## src/rpdr_pkg.sv

```systemverilog
// Purpose: Constants and types for the recovery, pulse gating and diagnosis register pair
// Assumes: 25 MHz system clock, 24-bit serial frames, 17 output switches
// Notes:   Switch index k maps to frame bit k+1
package rpdr_pkg;

	////////////////////////////////////////////////////////////////////////////////
	// Frame and field positions
	localparam int unsigned FRAME_BITS     = 24;
	localparam int unsigned NUM_SW         = 17;
	localparam int unsigned NUM_PAIRS      = 6;
	localparam int unsigned BIT_ADDR       = 0;
	localparam int unsigned BIT_NOERR      = 0;
	localparam int unsigned BIT_ENABLE     = 23;
	localparam int unsigned BIT_RESET      = 22;
	localparam int unsigned BIT_DUTY       = 21;
	localparam int unsigned BIT_OV         = 22;
	localparam int unsigned BIT_UV         = 21;
	localparam int unsigned BIT_TSD        = 20;
	localparam int unsigned BIT_TW         = 19;
	localparam int unsigned BIT_NRDY       = 18;
	localparam int unsigned REC_BIT_OFFSET = 11;
	localparam int unsigned OUT_GATE_B_LO  = 9;
	localparam int unsigned OUT_GATE_B_HI  = 10;
	localparam int unsigned SW_SINGLE_LO   = 12;

	////////////////////////////////////////////////////////////////////////////////
	// Reset value and bit counter limit
	localparam logic [23:0] CTRL_RESET   = 24'h00_0000;
	localparam logic [4:0]  BIT_CNT_MAX  = 5'h1f;

	////////////////////////////////////////////////////////////////////////////////
	// Times and counts
	localparam int unsigned CLK_MHZ       = 25;
	localparam int unsigned TICK_US       = 250;
	localparam int unsigned TICK_CYCLES   = TICK_US * CLK_MHZ;
	localparam int unsigned OL_FILTER_US  = 1000;
	localparam int unsigned OL_TICKS      = OL_FILTER_US / TICK_US + 1;
	localparam int unsigned SETTLE_US     = 1000;
	localparam int unsigned SETTLE_TICKS  = SETTLE_US / TICK_US + 1;
	localparam int unsigned REC_LONG_US   = 2000;
	localparam int unsigned REC_SHORT_US  = 500;
	localparam int unsigned REC_LONG_TK   = REC_LONG_US / TICK_US;
	localparam int unsigned REC_SHORT_TK  = REC_SHORT_US / TICK_US;

	////////////////////////////////////////////////////////////////////////////////
	// Synchronised pins
	typedef struct packed {
		logic        csn;
		logic        sck;
		logic        sdi;
		logic        gate_a;
		logic        gate_b;
		logic        sup_over;
		logic        sup_under;
		logic        thermal_shutdown_flag;
		logic        tw;
		logic [16:0] oc;
		logic [16:0] low;
	} rpdr_pins_t;

	localparam int unsigned PINS_W = $bits(rpdr_pins_t);

	////////////////////////////////////////////////////////////////////////////////
	// Block state
	typedef struct packed {
		logic [23:0]      ctrl0;
		logic [23:0]      ctrl1;
		logic [16:0]      oc_flag;
		logic [16:0]      oc_off;
		logic [16:0]      ol_flag;
		logic [16:0]      sw_on;
		logic [16:0][3:0] rec_cnt;
		logic [16:0][2:0] ol_cnt;
		logic             ov;
		logic             uv;
		logic             thermal_shutdown_flag;
		logic             tw;
		logic             not_ready;
		logic [3:0]       settle_cnt;
		logic [15:0]      tick_cnt;
		logic             csn_d;
		logic             sck_d;
		logic             addr_prev;
		logic             sdo;
		logic             sdo_oe;
		logic [4:0]       bit_cnt;
		logic [23:0]      sh_in;
		logic [23:0]      sh_out;
	} rpdr_state_t;

	localparam rpdr_state_t STATE_RESET = '0;

	// Output channel number of switch index k
	function automatic int unsigned out_of_switch(input int unsigned k);
		if (k >= SW_SINGLE_LO)
			return k - 5;
		return k / 2 + 1;
	endfunction

endpackage

```

## src/rpdr_top.sv

```systemverilog
// Purpose: Serial register pair for recovery, pulse gating and supply, thermal and open-load diagnosis
// Assumes: Serial clock far slower than i_mclk; pins synchronised here
// Notes:   Register pair zero is held minimally to steer the switches
//
// Overview of operation
// - Over-current on a driven switch sets its flag and turns it off.
// - With recovery enabled the switch returns after an off delay set by duty bit.
// - With recovery disabled the switch stays off until the reset bit write clears its flag.
// - Gated switch follows its pulse input while switched on.
// - Outputs nine and ten use input b, all others input a.
// - Supply over or under voltage sets bit 22 or 21 and turns outputs off.
// - Outputs return by themselves once the supply is normal again.
// - Thermal shutdown sets bit 20 and turns every output off.
// - Outputs stay off until the reset bit write clears thermal flag.
// - Temperature warning reported in bit 19, never switches outputs.
// - Standby to active sets not-ready bit 18 and holds outputs while settling.
// - Not-ready clears itself when the internal settling timer expires.
// - Open-load flag set after load current stays low at least 1 ms.
// - Open-load flags sit in bits 17 to 1 in switch order.
// - Bit 0 is the NOR of bits 1 to 22 of both status words.
// - Enable bit 23 selects active mode; clearing it clears both registers and all flags, not the serial frame state; reset starts standby.
// - Status bit 23 always reads one.
// - High and low switch of one half bridge are never on together.
`timescale 1ns/1ps
module rpdr_top #(
	parameter int unsigned P_TICK_CYCLES = rpdr_pkg::TICK_CYCLES
) (
	input  wire logic        i_mclk,
	input  wire logic        i_resetn,
	input  wire logic        i_spi_csn,
	input  wire logic        i_spi_sck,
	input  wire logic        i_spi_sdi,
	output logic             o_spi_sdo,
	output logic             o_spi_sdo_oe,
	input  wire logic        i_pulse_gate_input_a,
	input  wire logic        i_pulse_gate_input_b,
	input  wire logic        i_load_supply_over,
	input  wire logic        i_load_supply_under,
	input  wire logic        i_thermal_shutdown,
	input  wire logic        i_temp_warning,
	input  wire logic [16:0] i_over_current,
	input  wire logic [16:0] i_low_current,
	output logic      [16:0] o_switch_on
);

	////////////////////////////////////////////////////////////////////////////////
	// Reset release
	logic rst_meta_r;
	logic rst_sync_r;

	always_ff @(posedge i_mclk or negedge i_resetn)
	begin
		if (!i_resetn)
		begin
			rst_meta_r <= 1'b0;
			rst_sync_r <= 1'b0;
		end
		else
		begin
			rst_meta_r <= 1'b1;
			rst_sync_r <= rst_meta_r;
		end
	end

	////////////////////////////////////////////////////////////////////////////////
	// Pin synchronisation
	rpdr_pkg::rpdr_pins_t pins_raw;
	rpdr_pkg::rpdr_pins_t p;
	logic [rpdr_pkg::PINS_W-1:0] pins_sync;

	assign pins_raw = '{
		csn:       i_spi_csn,
		sck:       i_spi_sck,
		sdi:       i_spi_sdi,
		gate_a:    i_pulse_gate_input_a,
		gate_b:    i_pulse_gate_input_b,
		sup_over:  i_load_supply_over,
		sup_under: i_load_supply_under,
		thermal_shutdown_flag:       i_thermal_shutdown,
		tw:        i_temp_warning,
		oc:        i_over_current,
		low:       i_low_current
	};

	rpdr_sync #(
		.WIDTH (rpdr_pkg::PINS_W)
	) u_sync (
		.i_mclk  (i_mclk),
		.i_rst_n (rst_sync_r),
		.i_async (pins_raw),
		.o_sync  (pins_sync)
	);

	assign p = rpdr_pkg::rpdr_pins_t'(pins_sync);

	////////////////////////////////////////////////////////////////////////////////
	// State and status words
	rpdr_pkg::rpdr_state_t r;
	rpdr_pkg::rpdr_state_t nxt;
	logic                  noerr;
	logic [23:0]           stat0;
	logic [23:0]           stat1;

	assign noerr = ~|{r.oc_flag, r.ov, r.uv, r.thermal_shutdown_flag, r.tw, r.not_ready, r.ol_flag};
	assign stat0 = {1'b1, 5'h00, r.oc_flag, noerr};
	assign stat1 = {1'b1, r.ov, r.uv, r.thermal_shutdown_flag, r.tw, r.not_ready, r.ol_flag, noerr};

	////////////////////////////////////////////////////////////////////////////////
	// Next state
	always_comb
	begin
		logic        tick;
		logic        wr;
		logic        clr;
		logic        gate;
		logic        ol_set;
		logic [16:0] drv;
		logic [3:0]  off_t;
		int unsigned n;
		tick   = 1'b0;
		wr     = 1'b0;
		clr    = 1'b0;
		gate   = 1'b0;
		ol_set = 1'b0;
		drv    = '0;
		off_t  = '0;
		n      = 0;
		nxt    = r;

		// Common time base
		tick = (r.tick_cnt == 16'(P_TICK_CYCLES - 1));
		nxt.tick_cnt = tick ? 16'h0000 : r.tick_cnt + 16'h0001;

		// Serial frame engine
		nxt.csn_d = p.csn;
		nxt.sck_d = p.sck;
		if (r.csn_d && !p.csn)
		begin
			nxt.bit_cnt = '0;
			nxt.sh_out = r.addr_prev ? stat1 : stat0;
			nxt.sdo    = r.addr_prev ? stat1[23] : stat0[23];
			nxt.sdo_oe = 1'b1;
		end
		else if (!p.csn)
		begin
			if (!r.sck_d && p.sck)
			begin
				nxt.sh_in = {r.sh_in[22:0], p.sdi};
				if (r.bit_cnt != rpdr_pkg::BIT_CNT_MAX)
					nxt.bit_cnt = r.bit_cnt + 5'h01;
			end
			if (r.sck_d && !p.sck)
			begin
				nxt.sh_out = {r.sh_out[22:0], 1'b0};
				nxt.sdo    = r.sh_out[22];
			end
		end
		else if (!r.csn_d && p.csn)
		begin
			nxt.sdo_oe = 1'b0;
			nxt.sdo    = 1'b0;
			wr         = (r.bit_cnt == 5'(rpdr_pkg::FRAME_BITS));
		end

		// Not-ready settling
		if (r.not_ready && tick)
		begin
			if (r.settle_cnt == 4'(rpdr_pkg::SETTLE_TICKS - 1))
				nxt.not_ready = 1'b0;
			else
				nxt.settle_cnt = r.settle_cnt + 4'h1;
		end

		// Register write commit
		if (wr)
		begin
			nxt.addr_prev = r.sh_in[rpdr_pkg::BIT_ADDR];
			if (r.sh_in[rpdr_pkg::BIT_ADDR])
			begin
				nxt.ctrl1 = r.sh_in;
				if (r.sh_in[rpdr_pkg::BIT_ENABLE] && !r.ctrl1[rpdr_pkg::BIT_ENABLE])
				begin
					nxt.not_ready  = 1'b1;
					nxt.settle_cnt = 4'h0;
				end
			end
			else
			begin
				nxt.ctrl0                     = r.sh_in;
				nxt.ctrl0[rpdr_pkg::BIT_RESET] = 1'b0;
				clr                           = r.sh_in[rpdr_pkg::BIT_RESET];
			end
		end

		nxt.ov  = p.sup_over | (r.ov & ~clr);
		nxt.uv  = p.sup_under | (r.uv & ~clr);
		nxt.thermal_shutdown_flag = p.thermal_shutdown_flag | (r.thermal_shutdown_flag & ~clr);
		nxt.tw  = p.tw | (r.tw & ~clr);

		off_t = r.ctrl0[rpdr_pkg::BIT_DUTY] ? 4'(rpdr_pkg::REC_SHORT_TK) : 4'(rpdr_pkg::REC_LONG_TK);

		for (int unsigned k = 0; k < rpdr_pkg::NUM_SW; k++)
		begin
			n = rpdr_pkg::out_of_switch(k);
			if (p.oc[k] && r.sw_on[k])
			begin
				nxt.oc_flag[k] = 1'b1;
				nxt.oc_off[k]  = 1'b1;
				nxt.rec_cnt[k] = 4'h0;
			end
			else if (clr)
			begin
				nxt.oc_flag[k] = 1'b0;
				nxt.oc_off[k]  = 1'b0;
			end
			else if (r.oc_off[k] && r.ctrl1[n + rpdr_pkg::REC_BIT_OFFSET] && tick)
			begin
				if (r.rec_cnt[k] == off_t - 4'h1)
					nxt.oc_off[k] = 1'b0;
				else
					nxt.rec_cnt[k] = r.rec_cnt[k] + 4'h1;
			end

			ol_set = 1'b0;
			if (r.sw_on[k] && p.low[k])
			begin
				if (tick && r.ol_cnt[k] != 3'(rpdr_pkg::OL_TICKS))
					nxt.ol_cnt[k] = r.ol_cnt[k] + 3'h1;
				ol_set = (r.ol_cnt[k] == 3'(rpdr_pkg::OL_TICKS));
			end
			else
				nxt.ol_cnt[k] = 3'h0;
			nxt.ol_flag[k] = ol_set | (r.ol_flag[k] & ~clr);

			// input b for nine and ten
			if (r.ctrl1[n])
				gate = (n == rpdr_pkg::OUT_GATE_B_LO || n == rpdr_pkg::OUT_GATE_B_HI) ? p.gate_b : p.gate_a;
			else
				gate = 1'b1;

			drv[k] = nxt.ctrl0[k + 1] & gate & ~nxt.oc_off[k] & ~nxt.thermal_shutdown_flag
				& ~p.sup_over & ~p.sup_under & ~nxt.not_ready & nxt.ctrl1[rpdr_pkg::BIT_ENABLE];
		end

		for (int unsigned j = 0; j < rpdr_pkg::NUM_PAIRS; j++)
		begin
			if (drv[2 * j] && drv[2 * j + 1])
			begin
				drv[2 * j]     = 1'b0;
				drv[2 * j + 1] = 1'b0;
			end
		end

		if (!nxt.ctrl1[rpdr_pkg::BIT_ENABLE])
		begin
			nxt.ctrl0      = rpdr_pkg::CTRL_RESET;
			nxt.ctrl1      = rpdr_pkg::CTRL_RESET;
			nxt.oc_flag    = '0;
			nxt.oc_off     = '0;
			nxt.ol_flag    = '0;
			nxt.rec_cnt    = '0;
			nxt.ol_cnt     = '0;
			nxt.ov         = 1'b0;
			nxt.uv         = 1'b0;
			nxt.thermal_shutdown_flag        = 1'b0;
			nxt.tw         = 1'b0;
			nxt.not_ready  = 1'b0;
			nxt.settle_cnt = 4'h0;
			drv            = '0;
		end

		nxt.sw_on = drv;
	end

	////////////////////////////////////////////////////////////////////////////////
	// State register
	always_ff @(posedge i_mclk or negedge rst_sync_r)
	begin
		if (!rst_sync_r)
			r <= rpdr_pkg::STATE_RESET;
		else
			r <= nxt;
	end

	////////////////////////////////////////////////////////////////////////////////
	// Outputs
	assign o_spi_sdo    = r.sdo;
	assign o_spi_sdo_oe = r.sdo_oe;
	assign o_switch_on  = r.sw_on;

endmodule

```

## src/rpdr_sync.sv

```systemverilog
// Purpose: Three-stage input synchroniser with agreement filter
// Assumes: Inputs asynchronous to i_mclk
// Notes:   Output follows once stages two and three agree
`timescale 1ns/1ps
module rpdr_sync #(
	parameter int unsigned WIDTH = 1
) (
	input  wire logic             i_mclk,
	input  wire logic             i_rst_n,
	input  wire logic [WIDTH-1:0] i_async,
	output logic      [WIDTH-1:0] o_sync
);

	logic [WIDTH-1:0] s1_r;
	logic [WIDTH-1:0] s2_r;
	logic [WIDTH-1:0] s3_r;
	logic [WIDTH-1:0] out_r;

	////////////////////////////////////////////////////////////////////////////////
	// Stages and filter
	always_ff @(posedge i_mclk or negedge i_rst_n)
	begin
		if (!i_rst_n)
		begin
			s1_r  <= '0;
			s2_r  <= '0;
			s3_r  <= '0;
			out_r <= '0;
		end
		else
		begin
			s1_r <= i_async;
			s2_r <= s1_r;
			s3_r <= s2_r;
			for (int i = 0; i < int'(WIDTH); i++)
			begin
				if (s2_r[i] == s3_r[i])
					out_r[i] <= s3_r[i];
			end
		end
	end

	assign o_sync = out_r;

endmodule

```

## config.mk

```make
export PLATFORM = sky130hd
export DESIGN_NAME = rpdr_top
export DESIGN_NICKNAME = d
export VERILOG_FILES = /design/src/rpdr_pkg.sv /design/src/rpdr_top.sv /design/src/rpdr_sync.sv
export SDC_FILE = /design/constraint.sdc
export NUM_CORES = 1
export LEC_CHECK = 0
export BUFFER_PORTS_ARGS = -buffer_cell sky130_fd_sc_hd__buf_2
export CORE_MARGIN = 1.5
export CORE_UTILIZATION = 50
export CTS_CLUSTER_DIAMETER = 100
export DETAILED_ROUTE_END_ITERATION = 8
export MAX_ROUTING_LAYER = met4
export PLACE_DENSITY = 0.64
export RECOVER_POWER = 50
export REMOVE_ABC_BUFFERS = 1
export SLEW_MARGIN = 10
export SYNTH_ARGS = -nofsm -noshare
export SYNTH_HDL_FRONTEND = slang
export SYNTH_HIERARCHICAL = 1
export SYNTH_SLANG_ARGS = --single-unit
```

## constraint.sdc

```tcl
create_clock -name i_mclk -period 33.2 [get_ports i_mclk]
set_input_delay 3.32 -clock i_mclk [delete_from_list [all_inputs] [get_ports i_mclk]]
set_output_delay 3.32 -clock i_mclk [all_outputs]
set_load 0.05 [all_outputs]
```

# ---- Yosys cells after proc, flatten, opt, wreduce, memory -nomap -nowiden
# Index checks and enable logic that the tools add are counted.
dict set report totals {
  inputBits 45
  word_cells 918
  ff_bits 489
}
dict set report classes {
  n_eq_ne 188
  n_reduce_logical 134
  n_addsub 38
  n_mux 252
  bitwise_logic 185
}
# operator n
set ops {}
lappend ops {{4-bit two-way mux} 70}
lappend ops {{1-bit bitwise AND} 140}
lappend ops {{128-bit two-way mux} 1}
lappend ops {{1-bit two-way mux} 123}
lappend ops {{3-bit inequality test (second input constant)} 35}
lappend ops {{3-bit two-way mux} 34}
lappend ops {{3-bit by 1-bit inequality test with 1-bit output (second input constant)} 34}
lappend ops {{3-bit by 2-bit inequality test with 1-bit output (second input constant)} 34}
lappend ops {{1-bit logical AND} 97}
lappend ops {{97-bit two-way mux} 1}
lappend ops {{4-bit by 1-bit adder with 4-bit output (second input constant)} 18}
lappend ops {{4-bit equality test} 17}
lappend ops {{3-bit AND reduction} 19}
lappend ops {{53-bit two-way mux} 1}
lappend ops {{3-bit by 1-bit adder with 3-bit output (second input constant)} 17}
lappend ops {{3-bit equality test (second input constant)} 17}
lappend ops {{24-bit two-way mux} 2}
lappend ops {{23-bit two-way mux} 2}
lappend ops {{46-bit two-way mux} 1}
lappend ops {{1-bit equality test} 43}
lappend ops {{39-bit OR reduction} 1}
lappend ops {{29-bit two-way mux} 1}
lappend ops {{5-bit two-way mux} 5}
lappend ops {{1-bit inverter} 24}
lappend ops {{18 further kinds} 60}

# ---- Logic depth before layout (Yosys ltp)
dict set report logic_depth {
  ltp_word 18
  mapped_depth 11
  mapped_depth_nobuf 8
}

# ---- Hierarchy
# Netlist, hierarchy kept.
# mod area_each_um2 seq_area_each_um2 cells_each instances
set by_module_without_submodules {}
lappend by_module_without_submodules {rpdr_top 15337.2 7807.5 1517 1}
lappend by_module_without_submodules {rpdr_sync 4788.3 4304.1 215 1}

# ---- Worst setup path before layout
# No wires, ideal clock.
dict set report synth_timing {
  path_type {reg-to-output}
  start {register r (netlist bit o_spi_sdo)}
  end {output port o_spi_sdo}
  path_stages_with_launch 1
  arrival_ns 0.601
  slack_ns 29.279
  path_cell_list {dfrtp_1}
}
# item line_no
set synth_lines {}
lappend synth_lines {{start, declared} rpdr_top.sv:98} ;# rpdr_pkg::rpdr_state_t r;
lappend synth_lines {{start signal, assigned} rpdr_top.sv:280} ;# r <= rpdr_pkg::STATE_RESET;
lappend synth_lines {{start signal, assigned} rpdr_top.sv:282} ;# r <= nxt;
lappend synth_lines {{end, declared} rpdr_top.sv:33} ;# output logic o_spi_sdo,
# No word-level cell between the ends.

==> impl_metrics.tcl <==
set metrics [dict create \
    fin_area_sq_um 22600 \
    fin_skew_ps 15.2 \
    wl_met3_microns 2580 \
    initial_core_util 0.507 \
    clock_path_buffers 3 \
    cts_hold_buf 0 \
    grt-ovfl-total 0 \
    grt_max_degree 85 \
    drv_cap 9 \
    ys_seq_area_frac 0.602 \
    hold_slack_ps 344 \
    total_power_mw 1.28 \
    areaGrowthSynthToFinish_pct 12.1 \
    synth_seq_cells 484 \
    post-cts-setup-buffers 0 \
    r2r_setup_slack_ps 25500 \
    ant_nets 0 \
    relSlewSlack -1.96 \
    top_layer "met4" \
    drtPass1Iterations 7 \
    placed_area_sq_um 20900 \
    hold_viol 0 \
    synth.avg_cell_area_sq_um 11.6 \
    final_common_cell "dfrtp_1" \
    powerDensity_nw_per_um2 56.6 \
    path_clk_slew_ps 60 \
    crit_required_ps 32910 \
    wirelength_microns 45300 \
    failed_checks "capacitance limit, slew limit" \
    met2_length_microns 20700 \
    worst-setup-path-type "reg -> async" \
    wl_per_cell_microns 19.3 \
    cts.sinks 484 \
    drc 0 \
    die_area_sq_um 41500 \
    die_x_microns 204 \
    setup_viol 0 \
    cts_tree "yes" \
    rsz0062_at_grt "false" \
    dp_hpwl_microns 29400 \
    via_per_inst 5.68 \
    cts_buffers 50 \
    io_pins 64 \
    die_h_microns 204 \
    critPathMaxFanout 81 \
    htree_levels 2 \
    synth-async-reset-ratio 1.00 \
    maxSlewViolCount 505 \
    crit_path_start_kind "register" \
    worst_slew_pin_slew_ps 4440 \
    antenna_found_initial 0 \
    tns_ps 0 \
    fin_crit_ps 7700 \
    vias 13376 \
    yosys_warnings 6 \
    syn_inst 1732 \
    port_buffers 63 \
    place_congestion 0.843 \
    synthFlopType "dfrtp_1" \
    fmax_mhz 130 \
    cts-root-buf "clkbuf_16" \
    outcome "finished with violations" \
    final_nets 1896 \
    drive_gt1_frac 0.121 \
    synth_edf_count 0 \
    fin_util 0.568 \
    num_rows 73 \
    hold_class "reg -> reg" \
    grt_pass1_vias 13540 \
    wl_met1_microns 20700 \
    placeableCoreArea_sq_um 39700 \
    finalCritPeriodShare 0.232 \
    synthesis.area_sq_um 20100 \
    initialDrtViolationCount 866 \
    insertion_delay_ps 580 \
    arrival_ps 7410 \
    grt_util_all_layers 0.233 \
    final_cell_mix "484 x dfrtp_1, 168 x nand2_1, 138 x a21oi_1, 130 x nor2_1, 67 x o21ai_0" \
    cp-end-kind "async pin" \
    yosysUniqueCellTypes 59 \
    irDropWorstVdd_v 0.0000411 \
    p_leak_nw 9.67 \
    ctsResizeCount 0 \
    grt_pass1_wl_microns 73500 \
]
[sequential cells by signal (all words and copies together), names as in the netlist]
name / cells
o_spi_sdo: 1
o_spi_sdo_oe: 1
o_switch_on: 17
r: 291
rst_meta_r: 1
rst_sync_r: 1
u_sync/o_sync: 43
u_sync/s1_r: 43
u_sync/s2_r: 43
u_sync/s3_r: 43
[cells by family (layout without fill, tap and decap cells)]
logic type      after synthesis  count (layout)  synth area share
simple gates                594             594             0.158
fa+ha+maj                   105             105            0.0626
flops                       484             484             0.602
buf+inv                     127             224            0.0277
xor+xnor                     58              58            0.0252
mux                          77              77            0.0399
compound gates              286             286            0.0850
other cells                   1               2          0.000186
[worst max-delay path: stages (launching register included)]
cell	delay (ps)
dfrtp_1	920
clkbuf_1	2740
clkbuf_1	3070
[cell usage after synthesis (2+ instances only)]
cell,instances,area [sq um]
clkbuf_1,57,214
ha_1,62,776
and4_1,8,70.1
or3b_2,17,149
nor2b_1,2,12.5
buf_6,2,22.5
or4_1,10,75.1
and4b_1,20,200
nand2_1,168,631
and3b_1,2,17.5
mux2i_1,52,521
a21oi_1,138,691
and2_1,6,37.5
nand4_1,30,188
nor2_1,131,492
a21bo_2,7,70.1
and3_1,9,56.3
a211oi_1,17,128
nor3_1,23,115
mux2_2,25,282
nor4b_1,7,61.3
a32oi_1,6,52.6
inv_1,44,165
nor4_1,24,150
a311oi_1,9,78.8
nand2b_1,18,113
a31oi_1,4,25.0
o31ai_1,2,15.0
dfrtp_1,484,12100
a22o_1,21,184
nor4_2,7,87.6
buf_1,4,15.0
or3_1,23,144
o21ai_0,67,335
nand3_1,51,255
nor3b_1,4,30.0
a2111oi_0,8,70.1
xnor2_1,46,403
maj3_2,43,484
xor2_1,12,105
buf_4,17,128
buf_2,2,10.0
nand3b_1,27,203
[path summary, 6_finish.rpt]
kind	endpoint	depth (start not counted)	startpoint
max	r[125]$_DFFE_PN0P_	2	rst_sync_r$_DFF_PN0_
min	u_sync/s2_r[33]$_DFF_PN0_	0	u_sync/s1_r[33]$_DFF_PN0_
max reg2reg	r[125]$_DFFE_PN0P_	2	rst_sync_r$_DFF_PN0_
min reg2reg	u_sync/s2_r[33]$_DFF_PN0_	0	u_sync/s1_r[33]$_DFF_PN0_
max in group i_mclk	r[141]$_DFFE_PN0P_	8	r[59]$_DFF_PN0_
min in group asynchronous	u_sync/o_sync[10]$_DFFE_PN0N_	0	rst_sync_r$_DFF_PN0_
[metrics by stage]
step	setup slack, ps	instances
2_1_floorplan	18710	1650
3_3_place_gp	29180	2262
3_5_place_dp	29160	2262
4_1_cts	28530	2354
5_1_grt	23770	2354
6_report	25500	2355
[power breakdown]
part	internal (mW)	switching, mW
sequential	0.617	0.0200
clock	0.361	0.233
combinational	0.0170	0.0295
total	0.995	0.282
[area by class of cell]
| cell class | instances | area, sq um |
|---|---|---|
| Fill cell | 3313 | 17200 |
| Sequential cell | 484 | 12100 |
| Multi-Input combinational cell | 1121 | 7390 |
| Clock buffer | 70 | 1500 |
| Tap cell | 525 | 657 |
| Timing Repair Buffer | 87 | 449 |
| Clock inverter | 22 | 275 |
| Inverter | 45 | 169 |
| Antenna cell | 1 | 2.50 |
[routing by layer]
| layer | up-vias | GRT usage |
|---|---|---|
| li1 | 6235 | - |
| met4 | 0 | 0.0847 |
| met3 | 91 | 0.0484 |
| met5 | - | - |
| met1 | 6736 | 0.315 |
| met2 | 314 | 0.348 |
Power figures use the tool's default switching activity.
